===== src/logic/csk_pkg.sv =====
// Package for the compare-with-skip execution unit
package csk_pkg;
    // Opcode fields of the compare instructions
    localparam logic [6:0] CSK_OP_GREATER = 7'h32;
    localparam logic [6:0] CSK_OP_LESS = 7'h30;
    localparam int CSK_OP_MSB = 15;
    localparam int CSK_OP_LSB = 9;
    localparam int CSK_ABIT = 8;
    // Highest file address that uses indexed literal offset mode
    localparam logic [7:0] CSK_INDEXED_MAX = 8'h5F;
    // Access bank split: addresses below 0x60 in bank zero, the rest in the top bank
    localparam logic [7:0] CSK_ACCESS_SPLIT = 8'h60;
    localparam logic [3:0] CSK_BANK_LOW = 4'h0;
    localparam logic [3:0] CSK_BANK_HIGH = 4'hF;
    // No-operation cycles after a skip
    localparam logic [1:0] CSK_SKIP_ONE = 2'h1;
    localparam logic [1:0] CSK_SKIP_TWO = 2'h2;

    typedef enum logic [1:0] {
        CSK_IDLE = 2'b00,
        CSK_READ = 2'b01,
        CSK_FLUSH = 2'b10
    } csk_state_type;
endpackage : csk_pkg


===== src/logic/csk_address.sv =====
// Data-memory address selection for the compare instructions
`timescale 1ns/1ps
`default_nettype none
module csk_address
    import csk_pkg::*;
(
    input wire logic [7:0] file_addr,
    input wire logic access_sel,
    input wire logic extended_on,
    input wire logic [3:0] bank_select_register,
    input wire logic [11:0] index_base,
    output logic [11:0] data_addr,
    output logic indexed
);
    // Pick bank-select, access bank, or indexed literal offset
    always_comb begin
        indexed = 1'b0;
        if (access_sel) begin
            data_addr = {bank_select_register, file_addr};
        end else if (extended_on && file_addr <= CSK_INDEXED_MAX) begin
            indexed = 1'b1;
            data_addr = index_base + {4'h0, file_addr};
        end else if (file_addr < CSK_ACCESS_SPLIT) begin
            data_addr = {CSK_BANK_LOW, file_addr};
        end else begin
            data_addr = {CSK_BANK_HIGH, file_addr};
        end
    end
endmodule // csk_address
`default_nettype wire


===== src/logic/csk_unit.sv =====
// Compare-with-skip execution unit for the 8-bit core
`timescale 1ns/1ps
`default_nettype none
module csk_unit
    import csk_pkg::*;
(
    input wire logic REF_CLK,
    input wire logic SRST,
    input wire logic INSTR_VALID,
    input wire logic [15:0] INSTR_WORD,
    input wire logic NEXT_TWO_WORD,
    input wire logic EXTENDED_ON,
    input wire logic [3:0] BANK_SELECT_REGISTER,
    input wire logic [11:0] INDEX_BASE,
    input wire logic [7:0] WORKING_REGISTER,
    input wire logic [7:0] FILE_DATA,
    output logic [11:0] FILE_ADDR,
    output logic FILE_READ,
    output logic INDEXED_MODE,
    output logic DISCARD_FETCH,
    output logic BUSY,
    output logic DONE
);
    typedef struct packed {
        csk_state_type state;
        logic is_greater;
        logic two_word;
        logic [1:0] flush_left;
        logic [11:0] addr;
        logic rd;
        logic indexed;
        logic discard;
        logic busy;
        logic done;
    } csk_regs_type;

    csk_regs_type r_q;
    csk_regs_type r_d;
    logic [11:0] sel_addr;
    logic sel_indexed;
    logic is_cmp;
    logic take_skip;

    // Operand address, shared by both compare variants
    csk_address u_addr (
        .file_addr(INSTR_WORD[7:0]),
        .access_sel(INSTR_WORD[CSK_ABIT]),
        .extended_on(EXTENDED_ON),
        .bank_select_register(BANK_SELECT_REGISTER),
        .index_base(INDEX_BASE),
        .data_addr(sel_addr),
        .indexed(sel_indexed)
    );

    assign is_cmp = INSTR_VALID &&
        (INSTR_WORD[CSK_OP_MSB:CSK_OP_LSB] == CSK_OP_GREATER ||
         INSTR_WORD[CSK_OP_MSB:CSK_OP_LSB] == CSK_OP_LESS);

    // Unsigned compare; nothing is written back anywhere
    always_comb begin
        if (r_q.is_greater) begin
            take_skip = FILE_DATA > WORKING_REGISTER;
        end else begin
            take_skip = FILE_DATA < WORKING_REGISTER;
        end
    end

    // Next-state logic; outputs are registered copies of the state
    always_comb begin
        r_d = r_q;
        r_d.rd = 1'b0;
        r_d.done = 1'b0;
        r_d.discard = 1'b0;
        case (r_q.state)
            CSK_IDLE: begin
                if (is_cmp) begin
                    r_d.state = CSK_READ;
                    r_d.is_greater = INSTR_WORD[CSK_OP_MSB:CSK_OP_LSB]
                        == CSK_OP_GREATER;
                    r_d.two_word = NEXT_TWO_WORD;
                    r_d.addr = sel_addr;
                    r_d.indexed = sel_indexed;
                    r_d.rd = 1'b1;
                    r_d.busy = 1'b1;
                end
            end
            CSK_READ: begin
                if (take_skip) begin
                    r_d.state = CSK_FLUSH;
                    r_d.discard = 1'b1;
                    r_d.flush_left = r_q.two_word ? CSK_SKIP_TWO
                        : CSK_SKIP_ONE;
                end else begin
                    r_d.state = CSK_IDLE;
                    r_d.busy = 1'b0;
                    r_d.done = 1'b1;
                end
            end
            CSK_FLUSH: begin
                // Each nop cycle holds the core without side effects
                r_d.discard = 1'b1;
                r_d.flush_left = r_q.flush_left - CSK_SKIP_ONE;
                if (r_q.flush_left == CSK_SKIP_ONE) begin
                    r_d.state = CSK_IDLE;
                    r_d.busy = 1'b0;
                    r_d.done = 1'b1;
                    r_d.discard = 1'b0;
                end
            end
            default: begin
                r_d.state = CSK_IDLE;
                r_d.busy = 1'b0;
            end
        endcase
    end

    // State register with synchronous reset
    always_ff @(posedge REF_CLK) begin
        if (SRST) begin
            r_q <= '0;
        end else begin
            r_q <= r_d;
        end
    end

    assign FILE_ADDR = r_q.addr;
    assign FILE_READ = r_q.rd;
    assign INDEXED_MODE = r_q.indexed;
    assign DISCARD_FETCH = r_q.discard;
    assign BUSY = r_q.busy;
    assign DONE = r_q.done;

    // Skip decision leads to a flush on the next edge
    property p_skip_flush;
        @(posedge REF_CLK) disable iff (SRST)
        (r_q.state == CSK_READ && take_skip) |=> DISCARD_FETCH;
    endproperty
    a_skip_flush: assert property (p_skip_flush)
        else $error("skip did not flush");

    // No skip finishes at once without discard
    property p_no_skip;
        @(posedge REF_CLK) disable iff (SRST)
        (r_q.state == CSK_READ && !take_skip) |=> DONE && !DISCARD_FETCH;
    endproperty
    a_no_skip: assert property (p_no_skip)
        else $error("no-skip path wrong");

    // Two-word skip: two discard cycles then done
    property p_two_word;
        @(posedge REF_CLK) disable iff (SRST)
        (r_q.state == CSK_READ && take_skip && r_q.two_word)
            |=> DISCARD_FETCH ##1 DISCARD_FETCH ##1 DONE;
    endproperty
    a_two_word: assert property (p_two_word)
        else $error("two-word skip length wrong");

    // Greater variant flushes exactly when the byte is above, unsigned
    property p_greater;
        @(posedge REF_CLK) disable iff (SRST)
        (r_q.state == CSK_READ && r_q.is_greater)
            |=> DISCARD_FETCH == ($past(FILE_DATA)
                > $past(WORKING_REGISTER));
    endproperty
    a_greater: assert property (p_greater)
        else $error("greater compare wrong");

    // Less variant flushes exactly when the byte is below, unsigned
    property p_less;
        @(posedge REF_CLK) disable iff (SRST)
        (r_q.state == CSK_READ && !r_q.is_greater)
            |=> DISCARD_FETCH == ($past(FILE_DATA)
                < $past(WORKING_REGISTER));
    endproperty
    a_less: assert property (p_less)
        else $error("less compare wrong");

    // Bank-select addressing when access bit is one
    property p_bank_sel;
        @(posedge REF_CLK) disable iff (SRST)
        (r_q.state == CSK_IDLE && is_cmp && INSTR_WORD[CSK_ABIT])
            |=> FILE_ADDR[11:8] == $past(BANK_SELECT_REGISTER);
    endproperty
    a_bank_sel: assert property (p_bank_sel)
        else $error("bank select not used");

    // Indexed mode only for low addresses in extended mode
    property p_indexed;
        @(posedge REF_CLK) disable iff (SRST)
        FILE_READ |-> INDEXED_MODE == ($past(EXTENDED_ON)
            && !$past(INSTR_WORD[CSK_ABIT])
            && $past(INSTR_WORD[7:0]) <= CSK_INDEXED_MAX);
    endproperty
    a_indexed: assert property (p_indexed)
        else $error("indexed mode wrong");

    // Access bank when access bit zero and not indexed
    property p_access;
        @(posedge REF_CLK) disable iff (SRST)
        (FILE_READ && !INDEXED_MODE && !$past(INSTR_WORD[CSK_ABIT]))
            |-> FILE_ADDR[7:0] == $past(INSTR_WORD[7:0])
                && FILE_ADDR[11:8] == (($past(INSTR_WORD[7:0])
                < CSK_ACCESS_SPLIT) ? CSK_BANK_LOW : CSK_BANK_HIGH);
    endproperty
    a_access: assert property (p_access)
        else $error("access bank not used");

    // Busy ends within three cycles of a read
    property p_bounded;
        @(posedge REF_CLK) disable iff (SRST)
        FILE_READ |-> ##[1:3] DONE;
    endproperty
    a_bounded: assert property (p_bounded)
        else $error("compare did not finish");
endmodule // csk_unit
`default_nettype wire


===== config.mk =====
export PLATFORM = sky130hd
export DESIGN_NAME = csk_unit
export DESIGN_NICKNAME = d
export VERILOG_FILES = /design/src/logic/csk_pkg.sv /design/src/logic/csk_address.sv /design/src/logic/csk_unit.sv
export SDC_FILE = /design/constraint.sdc
export NUM_CORES = 1
export LEC_CHECK = 0
export ABC_CLOCK_PERIOD_IN_PS = 4000
export BUFFER_PORTS_ARGS = -buffer_cell sky130_fd_sc_hd__clkbuf_2
export CORE_ASPECT_RATIO = 1.1
export CORE_MARGIN = 4
export CORE_UTILIZATION = 28
export DETAILED_ROUTE_END_ITERATION = 10
export SLEW_MARGIN = 40
export SYNTH_ARGS = -nofsm -noshare
export SYNTH_HDL_FRONTEND = slang
export SYNTH_SLANG_ARGS = --single-unit

===== constraint.sdc =====
create_clock -name REF_CLK -period 4 [get_ports REF_CLK]
set_clock_uncertainty 0.15 [all_clocks]
set_input_delay 0.6 -clock REF_CLK [delete_from_list [all_inputs] [get_ports REF_CLK]]
set_output_delay 0.6 -clock REF_CLK [all_outputs]
set_load 0.01 [all_outputs]

Word level (Yosys, flattened, before mapping). Cells that the tools add are included.

Add/sub/neg operators: 2. $lt $le $gt $ge: 4. Equal/unequal tests: 9. Muxes and demuxes: 21. Bitwise operators: 1. Reductions and logical operators: 10.

Operators by type and width (count): $mux W12 (3); $eq A7 B6 Y1 const B (2); $add A12 B8 Y12 (1); $mux W2 (6); $gt A8 B8 Y1 (1); $le A8 B7 Y1 const B (1); $lt A8 B7 Y1 const B (1); $lt A8 B8 Y1 (1); $ne A2 B2 Y1 const B (4); $pmux W2 S3 (1); $reduce_and A2 Y1 (3); $mux W1 (5); $eq A2 B1 Y1 const B (2); $mux W4 (1); $pmux W1 S2 (2); $pmux W2 S2 (1); $mux W3 (1); $pmux W1 S3 (1); $reduce_and A3 Y1 (1); $eq A2 B2 Y1 const B (1); $logic_and A1 B1 Y1 (2); $logic_not A2 Y1 (1); $reduce_bool A2 Y1 (1); $reduce_or A2 Y1 (1); other kinds (3) (3).

Flip-flop bits (word level): 23. Bits of input ports: 53. Output and inout bits: 17. Logic and storage cells: 57.

Longest topological paths before layout.
Depth after elaboration: 5. Mapped depth: 10. Mapped depth without buffers: 10.

Cells and area by module. Synthesis repeated with hierarchy kept, for this count alone.

Cell total of the unflattened synthesis: 252. Area total of the unflattened synthesis: 1934.4 um^2.

Modules (own cells, without submodules): csk_unit (times used 1, cells an instance 157, area an instance 1308.8 um^2, sequential area each 460.4 um^2); csk_address (times used 1, cells an instance 95, area an instance 625.6 um^2, sequential area each 0.0 um^2).

Least setup slack after synthesis. OpenSTA, ideal clock, no wires.

Kind: input-to-reg. From: input INSTR_WORD[0]. To: register r_q (netlist bit FILE_ADDR[10]). Library setup time: 133 ps. Arrival time: 2114 ps. Data required time: 3717 ps. Path slack: 1604 ps. Stages on the path: 10. Path buffers: 0. Cell sequence: ha_1 -> inv_1 -> fa_1 -> nor2b_1 -> o211ai_1 -> a21boi_1 -> o41ai_2 -> o21a_1 -> o211ai_1 -> a31oi_1.

Longest elaborated chain between the ends: 4. Elaborated cells on any way between the ends: 7. Those cells by class: add/sub (1); order compare (2); mux (3); reduce/logical (1).

Ends and longest elaborated chain: start: declaration (line csk_unit.sv:10) `input wire logic [15:0] INSTR_WORD,`; $lt A8 B7 Y1 / $le A8 B7 Y1 (equally long branches) (line csk_address.sv:23, csk_address.sv:20); $mux W12 / $logic_and A1 B1 Y1 (equally long branches) (line csk_address.sv:23, csk_address.sv:20); $mux W12 (*) (line csk_address.sv:20) `end else if (extended_on && file_addr <= CSK_INDEXED_MAX) begin`; $mux W12 (*) (line csk_address.sv:18) `if (access_sel) begin`; end signal: assignment (line csk_unit.sv:122) `r_q <= r_d;`; end: declaration (line csk_unit.sv:37) `csk_regs_type r_q;`.

Mark *: on every way between the ends. The rest lies on a longest branch, timed or not. A chain may end at the register's enable or synchronous reset.

Final worst setup path. Ends and elaborated chain as after synthesis.

==> summary.md <==
| Metric | Value |
|---|---|
| Register Area | `460 um2` |
| First-pass GRT wire length | `7310 um` |
| Fmax | `419 MHz` |
| Most frequent cells in the layout | `69 x clkbuf_2, 23 x dfxtp_1, 22 x nand2_1, 20 x nor2_1, 20 x ha_1` |
| Starting Density | `28.7%` |
| Port-buffer cells | `69` |
| # clock sinks | `23` |
| H-tree levels | `1` |
| Area of the multi-input gates | `0.00113 mm2` |
| Startpoint Class | `input pin` |
| Max-slew violation count | `0` |
| Grt ovf | `0` |
| Row count | `30` |
| Critical path fanouts, max | `3` |
| Synth unique cells | `40` |
| Die area | `0.00766 mm2` |
| Seq/Total Area, Yosys | `26.0%` |
| Commonest non-fill, non-tap cell in the layout | `clkbuf_2` |
| Yosys reg bits | `23` |
| Hold Buf Count CTS | `0` |
| CTS tree | `yes` |
| Yosys warnings | `0` |
| Post-route DRC | `0` |
| Worst Setup End Kind | `register` |
| Number of nets with antenna violations after routing | `0` |
| Inserted Clock Buffers | `3` |
| Status | `finished, final reports clean` |
| Cell Chain, Critical Path | `clkbuf_2 > ha_1 > inv_1 > fa_1 > nor2b_1 > o211ai_1 > a21boi_1 > o41ai_2 > o21a_1 > o211ai_1 > a31oi_1` |
| Final Hold Violating Endpoints | `0` |
| Routed via count | `1656` |
| Most frequent CP cell | `o211ai_1` |
| Worst-path clk slew | `0.09 ns` |
| Critical-path cell with the highest stage delay | `fa_1` |
| Inserted Diodes | `0` |
| Inst Count DP | `352` |
| CP top delay family | `compound AO/OA/AOI/OAI gates` |
| DP HPWL | `3500 um` |
| Total global-route track usage | `11.4%` |
| DRT Wirelength | `4170 um` |
| WP data required | `3.99 ns` |
| Die width | `83.8 um` |
| Mapped Avg Cell Area | `8.12 um2` |
| Final setup violation count | `0` |
| I/O Pins | `70` |
| Root buffer cell | `clkbuf_8` |
| Overall Power | `504 uW` |
| Data arrival time of the worst path | `2.38 ns` |
| Worst stage delay on the critical path | `0.40 ns` |
| Largest net degree at the start of global routing | `22` |
| GPL Wtd Cong | `0.831` |
| Tcrit/Tclk final | `59.7%` |
| Fillers | `671` |
| Starting DRT DRC Count | `60` |
| Layout cells sized above 1 | `28.3%` |
| 1st-pass router iterations | `4` |
| Die H | `91.4 um` |
| Crit path time final | `2.39 ns` |
| Worst Max-Slew Pin Slew | `0.572 ns` |
| Vias in the first global route | `1642` |
| Final net count | `351` |
| Peak supply drop | `101 uV` |
| Leak | `0.00101 uW` |
| Initial antenna violation count | `0` |
| Worst path buffer plus inverter count | `2` |
| Setup TNS | `0 ns` |
| Pwr dens | `233 mW/mm2` |
| PostCTS Resize Cnt | `0` |
| Mapped Area | `0.00177 mm2` |
| Core area | `0.00616 mm2` |
| Worst setup path class | `input pin to register` |
| Finished Layout Cells | `356` |
| Via density | `4.65` |
| Post-synthesis cell count | `218` |
| Slew headroom | `61.8%` |
| Routed WL per cell | `11.7 um` |
| Synthesized net count | `292` |
| Total of max-cap violations | `0` |
| Worst min path class | `register to register` |
| RSZ-0062 raised after global routing | `false` |
| Post-CTS Repair Setup Buffers | `0` |
| Clock Latency Late Sink | `0.26 ns` |
| Area Overhead vs Synth | `22.2%` |
| Clock Tree Buf Depth | `2` |
-- Yosys cell counts --
cell | count | share of area, %
a211oi_1 | 10 | 4.2
a21boi_1 | 2 | 0.85
o211ai_1 | 3 | 1.3
a32oi_1 | 1 | 0.50
o221ai_1 | 2 | 0.99
nor2_2 | 1 | 0.35
nor3_1 | 5 | 1.4
a21oi_1 | 12 | 3.4
xor2_1 | 2 | 0.99
buf_2 | 1 | 0.28
a31oi_1 | 3 | 1.1
fa_1 | 1 | 1.1
and3_1 | 2 | 0.71
a21o_1 | 4 | 1.7
o41ai_2 | 1 | 0.92
ha_1 | 20 | 14
xnor2_1 | 7 | 3.5
buf_4 | 12 | 5.1
nor2b_1 | 4 | 1.4
nand2_1 | 22 | 4.7
and2_1 | 1 | 0.35
or2_1 | 1 | 0.35
clkbuf_1 | 3 | 0.64
or3_4 | 1 | 0.64
a311oi_1 | 1 | 0.50
o21a_1 | 4 | 1.7
dfxtp_1 | 23 | 26
nand3_1 | 5 | 1.4
o211a_1 | 1 | 0.57
a22oi_1 | 1 | 0.42
nand4_1 | 3 | 1.1
and4_1 | 1 | 0.50
mux2i_1 | 7 | 4.0
mux2_1 | 1 | 0.64
inv_1 | 19 | 4.0
nand2b_1 | 5 | 1.8
nor2_1 | 20 | 4.2
a31oi_4 | 1 | 1.2
o21ai_0 | 4 | 1.1
o21ai_1 | 1 | 0.28
-- worst reg2reg max path, cell delays in order, from the launching register on --
cell and delay (ns):
dfxtp_1 0.34, inv_1 0.08, ha_1 0.18, nand2_1 0.21, nor2_1 0.24, o21a_1 0.17
o221ai_1 0.11, nand2_1 0.08
-- layout make-up --
type                       count  share of cell area [%]
clock buffer                   3                    1.91
clock inverter                 1                   0.231
inverter                      19                    3.30
multi-input combinational    160                    52.3
sequential                    23                    21.3
tap                           80                    4.63
timing repair buffer          70                    16.3
-- through the flow --
| step | utilization (%) | hold slack [ns] | setup WS, ns | area [um2] |
|---|---|---|---|---|
| final | 35.1 | 0.293 | 1.61 | 2160 |
| after global routing | 35.1 | 0.322 | 1.40 | 2160 |
| after CTS | 35.1 | 0.297 | 1.60 | 2160 |
| after detailed placement | 34.4 | 0.283 | 1.33 | 2120 |
| after global placement | 34.4 | 0.284 | 1.36 | 2120 |
| after floorplan | - | 0.267 | 1.60 | 1770 |
-- power breakdown --
| part | internal (uW) | switching, uW |
|---|---|---|
| combinational | 62.9 | 64.8 |
| clock | 69.5 | 76.3 |
| sequential | 230 | 0.661 |
-- layer usage --
layer / share of wire, % / routed length (um) / vias to the layer above / GRT usage, %
met5: 0 / 0 / - / 0
met4: 0.74 / 31 / 0 / 3.62
met3: 6.1 / 256 / 2 / 1.27
met2: 47 / 1970 / 52 / 20.0
met1: 46 / 1920 / 730 / 14.4
li1: - / - / 872 / -
-- cells by family after synthesis --
kind of cell / Yosys count / share of synthesized area, %
xor gates and xnor gates: 9 / 4.46
AOI/OAI and AO/OA: 51 / 20.7
DFF: 23 / 26.0
adders and majority gates: 21 / 15.3
and+or+nand+nor: 71 / 18.9
muxes: 8 / 4.60
buffers and inverters: 35 / 10.0
-- state kept, by name, indices dropped and copies added, names as in the netlist --
signal,count
FILE_ADDR,12
r_q,6
BUSY,1
DISCARD_FETCH,1
DONE,1
FILE_READ,1
INDEXED_MODE,1
-- path summary, 6_finish.rpt --
kind	end	slack, ns	from	cells after the start
setup reg to reg	FILE_ADDR[11]$_SDFFE_PP0P_	2.41	r_q[21]$_SDFFE_PP0P_	7
setup / recovery	FILE_ADDR[10]$_SDFFE_PP0P_	1.61	INSTR_WORD[0]	11
hold reg to reg	FILE_ADDR[11]$_SDFFE_PP0P_	0.29	FILE_ADDR[11]$_SDFFE_PP0P_	2
hold / removal	FILE_ADDR[11]$_SDFFE_PP0P_	0.29	FILE_ADDR[11]$_SDFFE_PP0P_	2
Note: power is estimated with default switching activity, not from simulation.
